$ cat src/vpe_pkg.sv
// Constants, types and shared arithmetic for the voltage protection element.
package vpe_pkg;
   // Register byte offsets on the APB bus.
   localparam logic [7:0] ADDR_CTRL = 8'h00;
   localparam logic [7:0] ADDR_TIME_PICKUP = 8'h04;
   localparam logic [7:0] ADDR_TIME_DELAY = 8'h08;
   localparam logic [7:0] ADDR_INST_PICKUP = 8'h0C;
   localparam logic [7:0] ADDR_INST_DELAY = 8'h10;
   localparam logic [7:0] ADDR_GND_PICKUP = 8'h14;
   localparam logic [7:0] ADDR_GND_DELAY = 8'h18;
   localparam logic [7:0] ADDR_STATUS = 8'h1C;
   localparam logic [7:0] ADDR_EVENT = 8'h20;
   localparam logic [7:0] ADDR_NEUTRAL = 8'h24;

   // Control register fields.
   localparam int CTRL_OV = 0;
   localparam int CTRL_INVERSE = 1;
   localparam int CTRL_EN_LSB = 2;
   localparam int CTRL_UNMASK_LSB = 5;
   localparam logic [7:0] CTRL_RESET = 8'hE1;

   // Unit indices inside the per-unit arrays.
   localparam int U_TIME = 0;
   localparam int U_INST = 1;
   localparam int U_GND = 2;
   localparam int N_UNITS = 3;

   // Field positions in the event register.
   localparam int EV_PICKUP_LSB = 0;
   localparam int EV_TRIP_LSB = 3;

   // Voltage levels in 10 mV steps.
   localparam logic [15:0] KNEE_STD = 16'h1388;
   localparam logic [15:0] BAND_STD = 16'h00FA;
   localparam logic [15:0] KNEE_LOW = 16'h05DC;
   localparam logic [15:0] BAND_LOW = 16'h0050;

   // Reset levels in percent of the setting.
   localparam logic [7:0] PCT_OV_STD = 8'h5F;
   localparam logic [7:0] PCT_UV_STD = 8'h69;
   localparam logic [7:0] PCT_OV_REDH = 8'h62;
   localparam logic [7:0] PCT_UV_REDH = 8'h66;
   localparam logic [7:0] PCT_OV_SPEC = 8'h63;
   localparam logic [7:0] PCT_UV_SPEC = 8'h65;
   localparam logic [24:0] PCT_FULL = 25'h000_0064;

   // Inverse timing: target gain and excess-voltage weighting.
   localparam logic [3:0] INV_GAIN = 4'hA;
   localparam int INV_SHIFT = 6;
   localparam logic [4:0] INV_WEIGHT_MAX = 5'h10;

   // Timing figures and derived cycle counts.
   localparam longint CLK_HZ = 10_000_000;
   localparam longint TICK_MS = 100;
   localparam longint HOLD_MS = 200;
   localparam int TICK_CYC = int'((TICK_MS * CLK_HZ) / 1000);
   localparam int HOLD_CYC = int'((HOLD_MS * CLK_HZ + 999) / 1000);

   // Hysteresis variants.
   typedef enum logic [1:0] {VAR_STD = 2'b00, VAR_LOWR = 2'b01, VAR_REDH = 2'b11, VAR_SPEC = 2'b10} vpe_variant_t;

   // Timing state of a unit, Gray coded along idle, timing, tripped.
   typedef enum logic [1:0] {ST_IDLE = 2'b00, ST_TIMING = 2'b01, ST_TRIPPED = 2'b11} vpe_state_t;

   // Reset level for a setting, a direction and a variant.
   function automatic logic [16:0] vpe_reset_level(input logic [15:0] s, input logic ov, input vpe_variant_t v);
      logic [7:0] pct;
      logic [24:0] prod;
      logic [16:0] lvl;
      pct = ov ? PCT_OV_STD : PCT_UV_STD;
      if (v == VAR_REDH)
         pct = ov ? PCT_OV_REDH : PCT_UV_REDH;
      else if (v == VAR_SPEC)
         pct = ov ? PCT_OV_SPEC : PCT_UV_SPEC;
      prod = {9'h000, s} * {17'h0_0000, pct};
      lvl = 17'(prod / PCT_FULL);
      if (v == VAR_STD && s < KNEE_STD)
         lvl = ov ? ((s > BAND_STD) ? {1'b0, s - BAND_STD} : 17'h0_0000) : ({1'b0, s} + {1'b0, BAND_STD});
      else if (v == VAR_LOWR && s < KNEE_LOW)
         lvl = ov ? ((s > BAND_LOW) ? {1'b0, s - BAND_LOW} : 17'h0_0000) : ({1'b0, s} + {1'b0, BAND_LOW});
      return lvl;
   endfunction
endpackage

$ cat src/vpe_top.sv
// Voltage protection element: APB registers, measurement selection, tick and three units.
//
// Design decisions made here: the register addresses and the APB slave port.
`timescale 1ns/1ps
module vpe_top
   import vpe_pkg::*;
#(
   parameter vpe_variant_t VARIANT = VAR_STD,
   parameter bit HAS_MASK = 1'b1,
   parameter bit HAS_INVERSE = 1'b1,
   parameter int TICK_CYCLES = TICK_CYC,
   parameter int HOLD_CYCLES = HOLD_CYC
)
(
   input wire logic pclk,
   input wire logic presetn,
   input wire logic [7:0] paddr,
   input wire logic psel,
   input wire logic penable,
   input wire logic pwrite,
   input wire logic [31:0] pwdata,
   output logic [31:0] prdata,
   output logic pready,
   output logic pslverr,
   input wire logic [15:0] rms_a,
   input wire logic [15:0] rms_b,
   input wire logic [15:0] rms_c,
   input wire logic block_in,
   output logic pickup_time,
   output logic pickup_inst,
   output logic pickup_gnd,
   output logic trip_time,
   output logic trip_inst,
   output logic trip_gnd
);
   logic [7:0] ctrl_reg;
   logic [15:0] pickup_reg [N_UNITS];
   logic [11:0] delay_reg [N_UNITS];
   logic [5:0] event_reg;
   logic [5:0] prev_reg;
   logic [15:0] neutral_derived_voltage_reg;
   logic [15:0] phase_reg;
   logic [22:0] tick_cnt_reg;
   logic tick_reg;
   logic [N_UNITS-1:0] unit_pickup;
   logic [N_UNITS-1:0] unit_trip;
   logic [N_UNITS-1:0] unit_ov;
   logic [N_UNITS-1:0] unit_inv;
   logic [N_UNITS-1:0] unit_unmask;
   logic [15:0] unit_meas [N_UNITS];
   logic [31:0] rd_data;
   logic access;
   logic wr_en;
   logic [17:0] phase_sum;

   // True for every mapped register offset.
   function automatic logic vpe_hit(input logic [7:0] a);
      return a == ADDR_CTRL || a == ADDR_TIME_PICKUP || a == ADDR_TIME_DELAY || a == ADDR_INST_PICKUP
         || a == ADDR_INST_DELAY || a == ADDR_GND_PICKUP || a == ADDR_GND_DELAY || a == ADDR_STATUS
         || a == ADDR_EVENT || a == ADDR_NEUTRAL;
   endfunction

   // Largest or smallest of three phase values.
   function automatic logic [15:0] vpe_pick3(input logic [15:0] a, input logic [15:0] b,
      input logic [15:0] c, input logic want_max);
      logic [15:0] r;
      r = a;
      if (want_max ? (b > r) : (b < r))
         r = b;
      if (want_max ? (c > r) : (c < r))
         r = c;
      return r;
   endfunction

   // The access phase completes on the edge that sees pready high.
   assign access = psel && penable && pready;
   assign wr_en = access && pwrite && vpe_hit(paddr);

   // One wait state: pready rises on the edge after the first access cycle and lasts one cycle.
   always_ff @(posedge pclk or negedge presetn)
   begin
      if (!presetn)
      begin
         pready <= 1'b0;
         pslverr <= 1'b0;
         prdata <= 32'h0000_0000;
      end
      else
      begin
         pready <= psel && penable && !pready;
         if (psel && penable && !pready)
         begin
            pslverr <= !vpe_hit(paddr);
            prdata <= pwrite ? 32'h0000_0000 : rd_data;
         end
         else
         begin
            pslverr <= 1'b0;
            prdata <= 32'h0000_0000;
         end
      end
   end

   // Read multiplexer; unmapped offsets read zero.
   always_comb
   begin
      case (paddr)
         ADDR_CTRL: rd_data = {24'h00_0000, ctrl_reg};
         ADDR_TIME_PICKUP: rd_data = {16'h0000, pickup_reg[U_TIME]};
         ADDR_TIME_DELAY: rd_data = {20'h0_0000, delay_reg[U_TIME]};
         ADDR_INST_PICKUP: rd_data = {16'h0000, pickup_reg[U_INST]};
         ADDR_INST_DELAY: rd_data = {20'h0_0000, delay_reg[U_INST]};
         ADDR_GND_PICKUP: rd_data = {16'h0000, pickup_reg[U_GND]};
         ADDR_GND_DELAY: rd_data = {20'h0_0000, delay_reg[U_GND]};
         ADDR_STATUS: rd_data = {26'h000_0000, unit_trip, unit_pickup};
         ADDR_EVENT: rd_data = {26'h000_0000, event_reg};
         ADDR_NEUTRAL: rd_data = {16'h0000, neutral_derived_voltage_reg};
         default: rd_data = 32'h0000_0000;
      endcase
   end

   // Settings registers written by software.
   always_ff @(posedge pclk or negedge presetn)
   begin
      if (!presetn)
      begin
         ctrl_reg <= CTRL_RESET;
         for (int i = 0; i < N_UNITS; i++)
         begin
            pickup_reg[i] <= 16'h0000;
            delay_reg[i] <= 12'h000;
         end
      end
      else if (wr_en)
      begin
         case (paddr)
            ADDR_CTRL: ctrl_reg <= pwdata[7:0];
            ADDR_TIME_PICKUP: pickup_reg[U_TIME] <= pwdata[15:0];
            ADDR_TIME_DELAY: delay_reg[U_TIME] <= pwdata[11:0];
            ADDR_INST_PICKUP: pickup_reg[U_INST] <= pwdata[15:0];
            ADDR_INST_DELAY: delay_reg[U_INST] <= pwdata[11:0];
            ADDR_GND_PICKUP: pickup_reg[U_GND] <= pwdata[15:0];
            ADDR_GND_DELAY: delay_reg[U_GND] <= pwdata[11:0];
            default: ctrl_reg <= ctrl_reg;
         endcase
      end
   end

   // Sticky rise events for the recorder; a new rise wins over a clear.
   always_ff @(posedge pclk or negedge presetn)
   begin
      if (!presetn)
      begin
         event_reg <= 6'h00;
         prev_reg <= 6'h00;
      end
      else
      begin
         prev_reg <= {unit_trip, unit_pickup};
         event_reg <= (event_reg & ~((wr_en && paddr == ADDR_EVENT) ? pwdata[5:0] : 6'h00))
            | ({unit_trip, unit_pickup} & ~prev_reg);
      end
   end

   // Measurements: phase value chosen by direction, and the phase average.
   assign phase_sum = {2'b00, rms_a} + {2'b00, rms_b} + {2'b00, rms_c};
   always_ff @(posedge pclk or negedge presetn)
   begin
      if (!presetn)
      begin
         phase_reg <= 16'h0000;
         neutral_derived_voltage_reg <= 16'h0000;
      end
      else
      begin
         phase_reg <= vpe_pick3(rms_a, rms_b, rms_c, ctrl_reg[CTRL_OV]);
         neutral_derived_voltage_reg <= 16'(phase_sum / 18'h0_0003);
      end
   end

   // Periodic tick at the delay-setting resolution.
   always_ff @(posedge pclk or negedge presetn)
   begin
      if (!presetn)
      begin
         tick_cnt_reg <= 23'h00_0000;
         tick_reg <= 1'b0;
      end
      else if (tick_cnt_reg >= 23'(TICK_CYCLES - 1))
      begin
         tick_cnt_reg <= 23'h00_0000;
         tick_reg <= 1'b1;
      end
      else
      begin
         tick_cnt_reg <= tick_cnt_reg + 23'h00_0001;
         tick_reg <= 1'b0;
      end
   end

   // Per-unit direction, timing kind, mask and measurement.
   always_comb
   begin
      for (int i = 0; i < N_UNITS; i++)
      begin
         unit_unmask[i] = HAS_MASK ? ctrl_reg[CTRL_UNMASK_LSB + i] : 1'b1;
         unit_ov[i] = ctrl_reg[CTRL_OV];
         unit_inv[i] = 1'b0;
         unit_meas[i] = phase_reg;
      end
      unit_inv[U_TIME] = HAS_INVERSE && ctrl_reg[CTRL_INVERSE];
      unit_ov[U_GND] = 1'b1;
      unit_meas[U_GND] = neutral_derived_voltage_reg;
   end

   // The three units: time, instantaneous and ground.
   for (genvar g = 0; g < N_UNITS; g++)
   begin : g_unit
      vpe_unit #(
         .VARIANT(VARIANT),
         .HOLD_CYCLES(HOLD_CYCLES)
      ) u_unit (
         .pclk(pclk),
         .presetn(presetn),
         .tick(tick_reg),
         .enable(ctrl_reg[CTRL_EN_LSB + g]),
         .ov_mode(unit_ov[g]),
         .inverse(unit_inv[g]),
         .unmask(unit_unmask[g]),
         .block(block_in),
         .meas(unit_meas[g]),
         .setting(pickup_reg[g]),
         .delay(delay_reg[g]),
         .pickup(unit_pickup[g]),
         .trip(unit_trip[g])
      );
   end

   // Unit outputs are flip-flops inside each unit.
   assign pickup_time = unit_pickup[U_TIME];
   assign pickup_inst = unit_pickup[U_INST];
   assign pickup_gnd = unit_pickup[U_GND];
   assign trip_time = unit_trip[U_TIME];
   assign trip_inst = unit_trip[U_INST];
   assign trip_gnd = unit_trip[U_GND];
endmodule

$ cat src/vpe_unit.sv
// One protection unit: level detector with hysteresis, delay timer, pickup stretch and trip mask.
`timescale 1ns/1ps
module vpe_unit
   import vpe_pkg::*;
#(
   parameter vpe_variant_t VARIANT = VAR_STD,
   parameter int HOLD_CYCLES = HOLD_CYC
)
(
   input wire logic pclk,
   input wire logic presetn,
   input wire logic tick,
   input wire logic enable,
   input wire logic ov_mode,
   input wire logic inverse,
   input wire logic unmask,
   input wire logic block,
   input wire logic [15:0] meas,
   input wire logic [15:0] setting,
   input wire logic [11:0] delay,
   output logic pickup,
   output logic trip
);
   logic level_reg;
   logic [21:0] hold_reg;
   logic [16:0] count_reg;
   vpe_state_t state_reg;
   logic pick_cond;
   logic drop_cond;
   logic [16:0] rst_lvl;
   logic [15:0] diff;
   logic [4:0] weight;
   logic [16:0] target;

   // Pickup and drop-out thresholds; inverse timing uses strict comparisons.
   always_comb
   begin
      rst_lvl = vpe_reset_level(setting, ov_mode, VARIANT);
      if (ov_mode)
         pick_cond = inverse ? (meas > setting) : (meas >= setting);
      else
         pick_cond = inverse ? (meas < setting) : (meas <= setting);
      drop_cond = ov_mode ? ({1'b0, meas} < rst_lvl) : ({1'b0, meas} > rst_lvl);
      diff = (meas > setting) ? meas - setting : setting - meas;
      weight = ((diff >> INV_SHIFT) >= 16'(INV_WEIGHT_MAX)) ? INV_WEIGHT_MAX : 5'(diff >> INV_SHIFT) + 5'h01;
      target = inverse ? {5'h00, delay} * 17'(INV_GAIN) : {5'h00, delay};
   end

   // Raw pickup level; a block clears it unless the unit has already tripped.
   always_ff @(posedge pclk or negedge presetn)
   begin
      if (!presetn)
         level_reg <= 1'b0;
      else if (!enable)
         level_reg <= 1'b0;
      else if (block && state_reg != ST_TRIPPED)
         level_reg <= 1'b0;
      else if (!level_reg && pick_cond)
         level_reg <= 1'b1;
      else if (level_reg && drop_cond)
         level_reg <= 1'b0;
   end

   // Delay timer: steps on each tick while picked up, restarts on any drop-out.
   always_ff @(posedge pclk or negedge presetn)
   begin
      if (!presetn)
      begin
         state_reg <= ST_IDLE;
         count_reg <= 17'h0_0000;
      end
      else if (!enable)
      begin
         state_reg <= ST_IDLE;
         count_reg <= 17'h0_0000;
      end
      else
      begin
         case (state_reg)
            ST_IDLE:
            begin
               count_reg <= 17'h0_0000;
               if (level_reg)
                  state_reg <= ST_TIMING;
            end
            ST_TIMING:
            begin
               if (!level_reg)
               begin
                  state_reg <= ST_IDLE;
                  count_reg <= 17'h0_0000;
               end
               else if (count_reg >= target)
                  state_reg <= ST_TRIPPED;
               else if (tick)
                  count_reg <= count_reg + (inverse ? {12'h000, weight} : 17'h0_0001);
            end
            ST_TRIPPED:
            begin
               if (!level_reg)
               begin
                  state_reg <= ST_IDLE;
                  count_reg <= 17'h0_0000;
               end
            end
            default:
            begin
               state_reg <= ST_IDLE;
               count_reg <= 17'h0_0000;
            end
         endcase
      end
   end

   // Pickup indication stretched to its minimum hold time after each rise.
   always_ff @(posedge pclk or negedge presetn)
   begin
      if (!presetn)
      begin
         hold_reg <= 22'h00_0000;
         pickup <= 1'b0;
      end
      else if (!enable)
      begin
         hold_reg <= 22'h00_0000;
         pickup <= 1'b0;
      end
      else
      begin
         if (level_reg && !pickup)
            hold_reg <= 22'(HOLD_CYCLES - 1);
         else if (hold_reg != 22'h00_0000)
            hold_reg <= hold_reg - 22'h00_0001;
         pickup <= level_reg || (pickup && hold_reg != 22'h00_0000);
      end
   end

   // Trip output; a masked unit still reports pickup but never trips.
   always_ff @(posedge pclk or negedge presetn)
   begin
      if (!presetn)
         trip <= 1'b0;
      else
         trip <= enable && unmask && state_reg == ST_TRIPPED;
   end
endmodule
$ cat config.mk
export PLATFORM = sky130hd
export DESIGN_NAME = vpe_top
export DESIGN_NICKNAME = d
export VERILOG_FILES = /design/src/vpe_pkg.sv /design/src/vpe_top.sv /design/src/vpe_unit.sv
export SDC_FILE = /design/constraint.sdc
export NUM_CORES = 2
export LEC_CHECK = 0
export ABC_CLOCK_PERIOD_IN_PS = 17100
export BUFFER_PORTS_ARGS = -buffer_cell sky130_fd_sc_hd__buf_2
export CAP_MARGIN = 20
export CORE_ASPECT_RATIO = 1.5
export CORE_MARGIN = 3
export CORE_UTILIZATION = 40
export CTS_BUF_LIST = sky130_fd_sc_hd__clkbuf_4 sky130_fd_sc_hd__clkbuf_8 sky130_fd_sc_hd__clkbuf_16
export DETAILED_ROUTE_END_ITERATION = 8
export GPL_TIMING_DRIVEN = 0
export PLACE_DENSITY = 0.53
export SYNTH_ARGS = -nofsm -noshare
export SYNTH_HDL_FRONTEND = slang
export SYNTH_SLANG_ARGS = --single-unit
$ cat constraint.sdc
create_clock -name pclk -period 17.1 [get_ports pclk]
set_input_delay 2.565 -clock pclk [delete_from_list [all_inputs] [get_ports pclk]]
set_output_delay 2.565 -clock pclk [all_outputs]
set_load 0.01 [all_outputs]
==> results.md <==
* Hold Crit Depth at 1
* Data required, critical path at 17.56 ns
* Number of port buffers at 100
* Clock skew at 0.0501 ns
* R2R Path Start: ctrl_reg[0]$_DFFE_PN1P_
* Per-cell routed wire length at 20.8 um
* Failing checks: setup timing
* CTS root buf: clkbuf_16
* Post-Route WL at 147 mm
* Sequential element share of the synthesized area at 0.182
* Crit path max-delay cell type: or4b_4
* Placed Area at 0.0451 mm2
* CTS tree: yes
* Worst Setup SP: ctrl_reg[0]$_DFFE_PN1P_
* Top cells by count, synth: 446 x nand2_1, 433 x inv_1, 399 x ha_1, 387 x nor2_1, 382 x a21oi_1
* Final worst setup slack at -0.503 ns
* Cell Area, Synth at 0.0427 mm2
* Worst min path class: reg -> reg
* Global-route wire length before repair at 229 mm
* H-tree levels at 2
* Hold Path Origin: prev_reg[4]$_DFF_PN0_
* Drt via density at 5.88
* Worst Reg-to-Reg Cells at 87
* GP Congestion at 0.928
* DIE AREA at 0.111 mm2
* Leakage at 22.9 nW
* Final net count at 6340
* CP Capture Type: flip-flop
* CP bufs+invs at 17
* Largest net degree at the start of global routing at 109
* Fin. Hold Viols at 0
* DR pass1 iterations at 8
* Vias in the first global route at 41400
* Synth top area share at 0.180
* Most used cell, CP: buf_4
* EDFF count, synth at 0
* Final Slew Violations at 0
* Max reg flops at 66
* Async SR Flop Fraction at 1.00
* Die height at 406 um
* Initial antenna violation count at 16
* Max Clk Rate at 56.8 MHz
* Area growth, synth to finish at 22.3%
* Slew margin rel. at 0.194
* VDD IR max at 0.367 mV
* Via count at 41600
* CP Class: reg -> reg
* Startpoint Class: flip-flop
* Crit path DAT at 18.06 ns
* Clk slew on worst S/H paths at 0.07 ns
* Fin util at 0.493
* Residual DRC count at 0
* GRT Residual Overflow at 0
* Top Family by Delay on Critical Path: compound AO/OA/AOI/OAI gates
* R2R setup slack at -0.50 ns
* Final period util at 1.03
* Largest fanout on the critical path at 9
* Yosys cell types at 133
* Largest stage delay on the critical path at 0.61 ns
* Overall track demand over capacity in global routing at 0.258
* Cts hold-fix bufs at 0
* Pwr dens at 167 mW/mm2
* Reg2reg end: g_unit[0].u_unit.level_reg$_DFFE_PN0P_
* HPWL Detailed at 114 mm
* Period minus WS final at 17.60 ns
* Endpoints failing setup at 1
* Ys Warns at 0
* Max-capacitance violation count at 0
* Area leader, netlist: dfrtp_1
* Clock Latency Late Sink at 0.60 ns
* Max Root-Sink Buffers at 3
* Sinks on the clock net at 310
* Most common cell in the netlist: nand2_1
* Dominant synthesized flop cell: dfrtp_1
* I/O pin count at 134
* Die Width at 273 um
* RSZ-0062 raised after global routing: true
* Initial Utilization at 0.403
* Hold Path End: event_reg[4]$_DFF_PN0_
* #FFs+latches synth at 310
* Layout cell share with drive strength beyond 1 at 0.208
* Synth area leaders: dfrtp_1 18%, ha_1 12%, fa_1 9.9%, a21oi_1 4.5%, xnor2_1 4.0%
* Worst-Margin Slew at 1.20 ns
* Routed Antenna Nets at 0
* Finished Cell Area at 0.0522 mm2
* TritonCTS buffer count at 37
* Num rows at 146
* Status: finished with violations
* Core ar. at 0.106 mm2
* Drt first-iter violations at 2693
* Syn Inst Count at 5193
* Mean Syn Cell Area at 8.21 um2
==> per-layer routing <==
metal,share of wire,wire length (um),vias up,GRT usage
met5,0.00037,55,-,0
met3,0.047,6870,327,0.0264
met4,0.039,5700,10,0.0959
li1,-,-,19700,-
met1,0.39,57400,20400,0.296
met2,0.53,77400,1126,0.488
==> worst register-to-register path, delay by kind of cell, from the launching register on <==
family / cells / cell delay [ns]
xor gates and xnor gates: 3 / 0.52
buffers and inverters: 17 / 2.14
and+or+nand+nor: 18 / 2.46
AOI/OAI and AO/OA: 39 / 8.19
adders and majority gates: 8 / 3.15
muxes: 2 / 0.45
DFF: 1 / 0.58
==> how the worst max path moves through the flow <==
stage	end	slack [ns]	cells after the start
global placement	g_unit[1].u_unit.level_reg$_DFFE_PN0P_	-4.00	76
CTS	g_unit[0].u_unit.level_reg$_DFFE_PN0P_	-0.15	85
detailed placement	g_unit[0].u_unit.level_reg$_DFFE_PN0P_	-3.90	82
finish	g_unit[0].u_unit.level_reg$_DFFE_PN0P_	-0.50	87
global route	g_unit[0].u_unit.level_reg$_DFFE_PN0P_	-1.15	84
floorplan	g_unit[0].u_unit.level_reg$_DFFE_PN0P_	0.007	83
==> power by group <==
part / internal (mW) / switching, mW
registers: 0.768 / 0.0791
logic: 3.24 / 3.83
clock network: 0.430 / 0.358
==> per-stage QoR <==
step	instances	power (mW)	TNS (ns)	setup slack [ns]	hold slack, ns
floorplan	5212	4.83	0	0.00711	0.400
global placement	6718	5.94	-9.29	-4.00	0.401
detailed placement	6724	6.00	-9.24	-3.90	0.409
CTS	6929	8.14	-0.145	-0.145	0.394
global route	7068	9.37	-2.47	-1.15	0.396
finish	7072	8.71	-0.503	-0.503	0.390
==> timing repair <==
action	4_1_cts	5_1_grt
cloned	0	1
pin swaps	146	182
setup endpoints to repair	3	3
gates resized for setup	465	301
buffers inserted	152	143
==> layout make-up <==
class / instances / area [um2]
Antenna cell: 6 / 15.0
Buffer: 178 / 1060
Clock buffer: 45 / 1000
Clock inverter: 18 / 198
Fill cell: 10300 / 53600
Inverter: 433 / 1640
Multi-Input combinational cell: 4276 / 35700
Sequential cell: 310 / 7780
Tap cell: 1406 / 1760
Timing Repair Buffer: 400 / 2990
==> placed cells by master, fill, tap and decap left out, types with 37 or more instances in the layout <==
master / count
ha_1: 383
a21o_1: 89
nor3_1: 96
buf_4: 295
dfrtp_1: 295
o211ai_1: 53
nand2b_1: 66
a31oi_1: 57
nor2_1: 355
o21ai_1: 41
buf_2: 116
mux2_2: 70
or3_1: 38
nor4_1: 37
xnor2_1: 184
mux2i_1: 51
xor2_1: 81
nand3_1: 137
clkbuf_1: 90
o21ai_0: 238
inv_1: 410
and3_1: 48
and2_1: 47
a21oi_2: 38
o21a_1: 48
a21oi_1: 339
nor2b_1: 68
fa_1: 211
nand2_1: 417
nand4_1: 77
clkbuf_16: 41
==> kinds of logic after synthesis <==
family | Yosys count | share of synthesized area
fa+ha+maj | 626 | 0.220
mux | 141 | 0.0354
buf+inv | 627 | 0.0582
flops | 310 | 0.182
simple gates | 1619 | 0.186
xor+xnor | 301 | 0.0634
compound gates | 1567 | 0.255
other cells | 2 | 0.000176
Power figures use the tool's default switching activity.
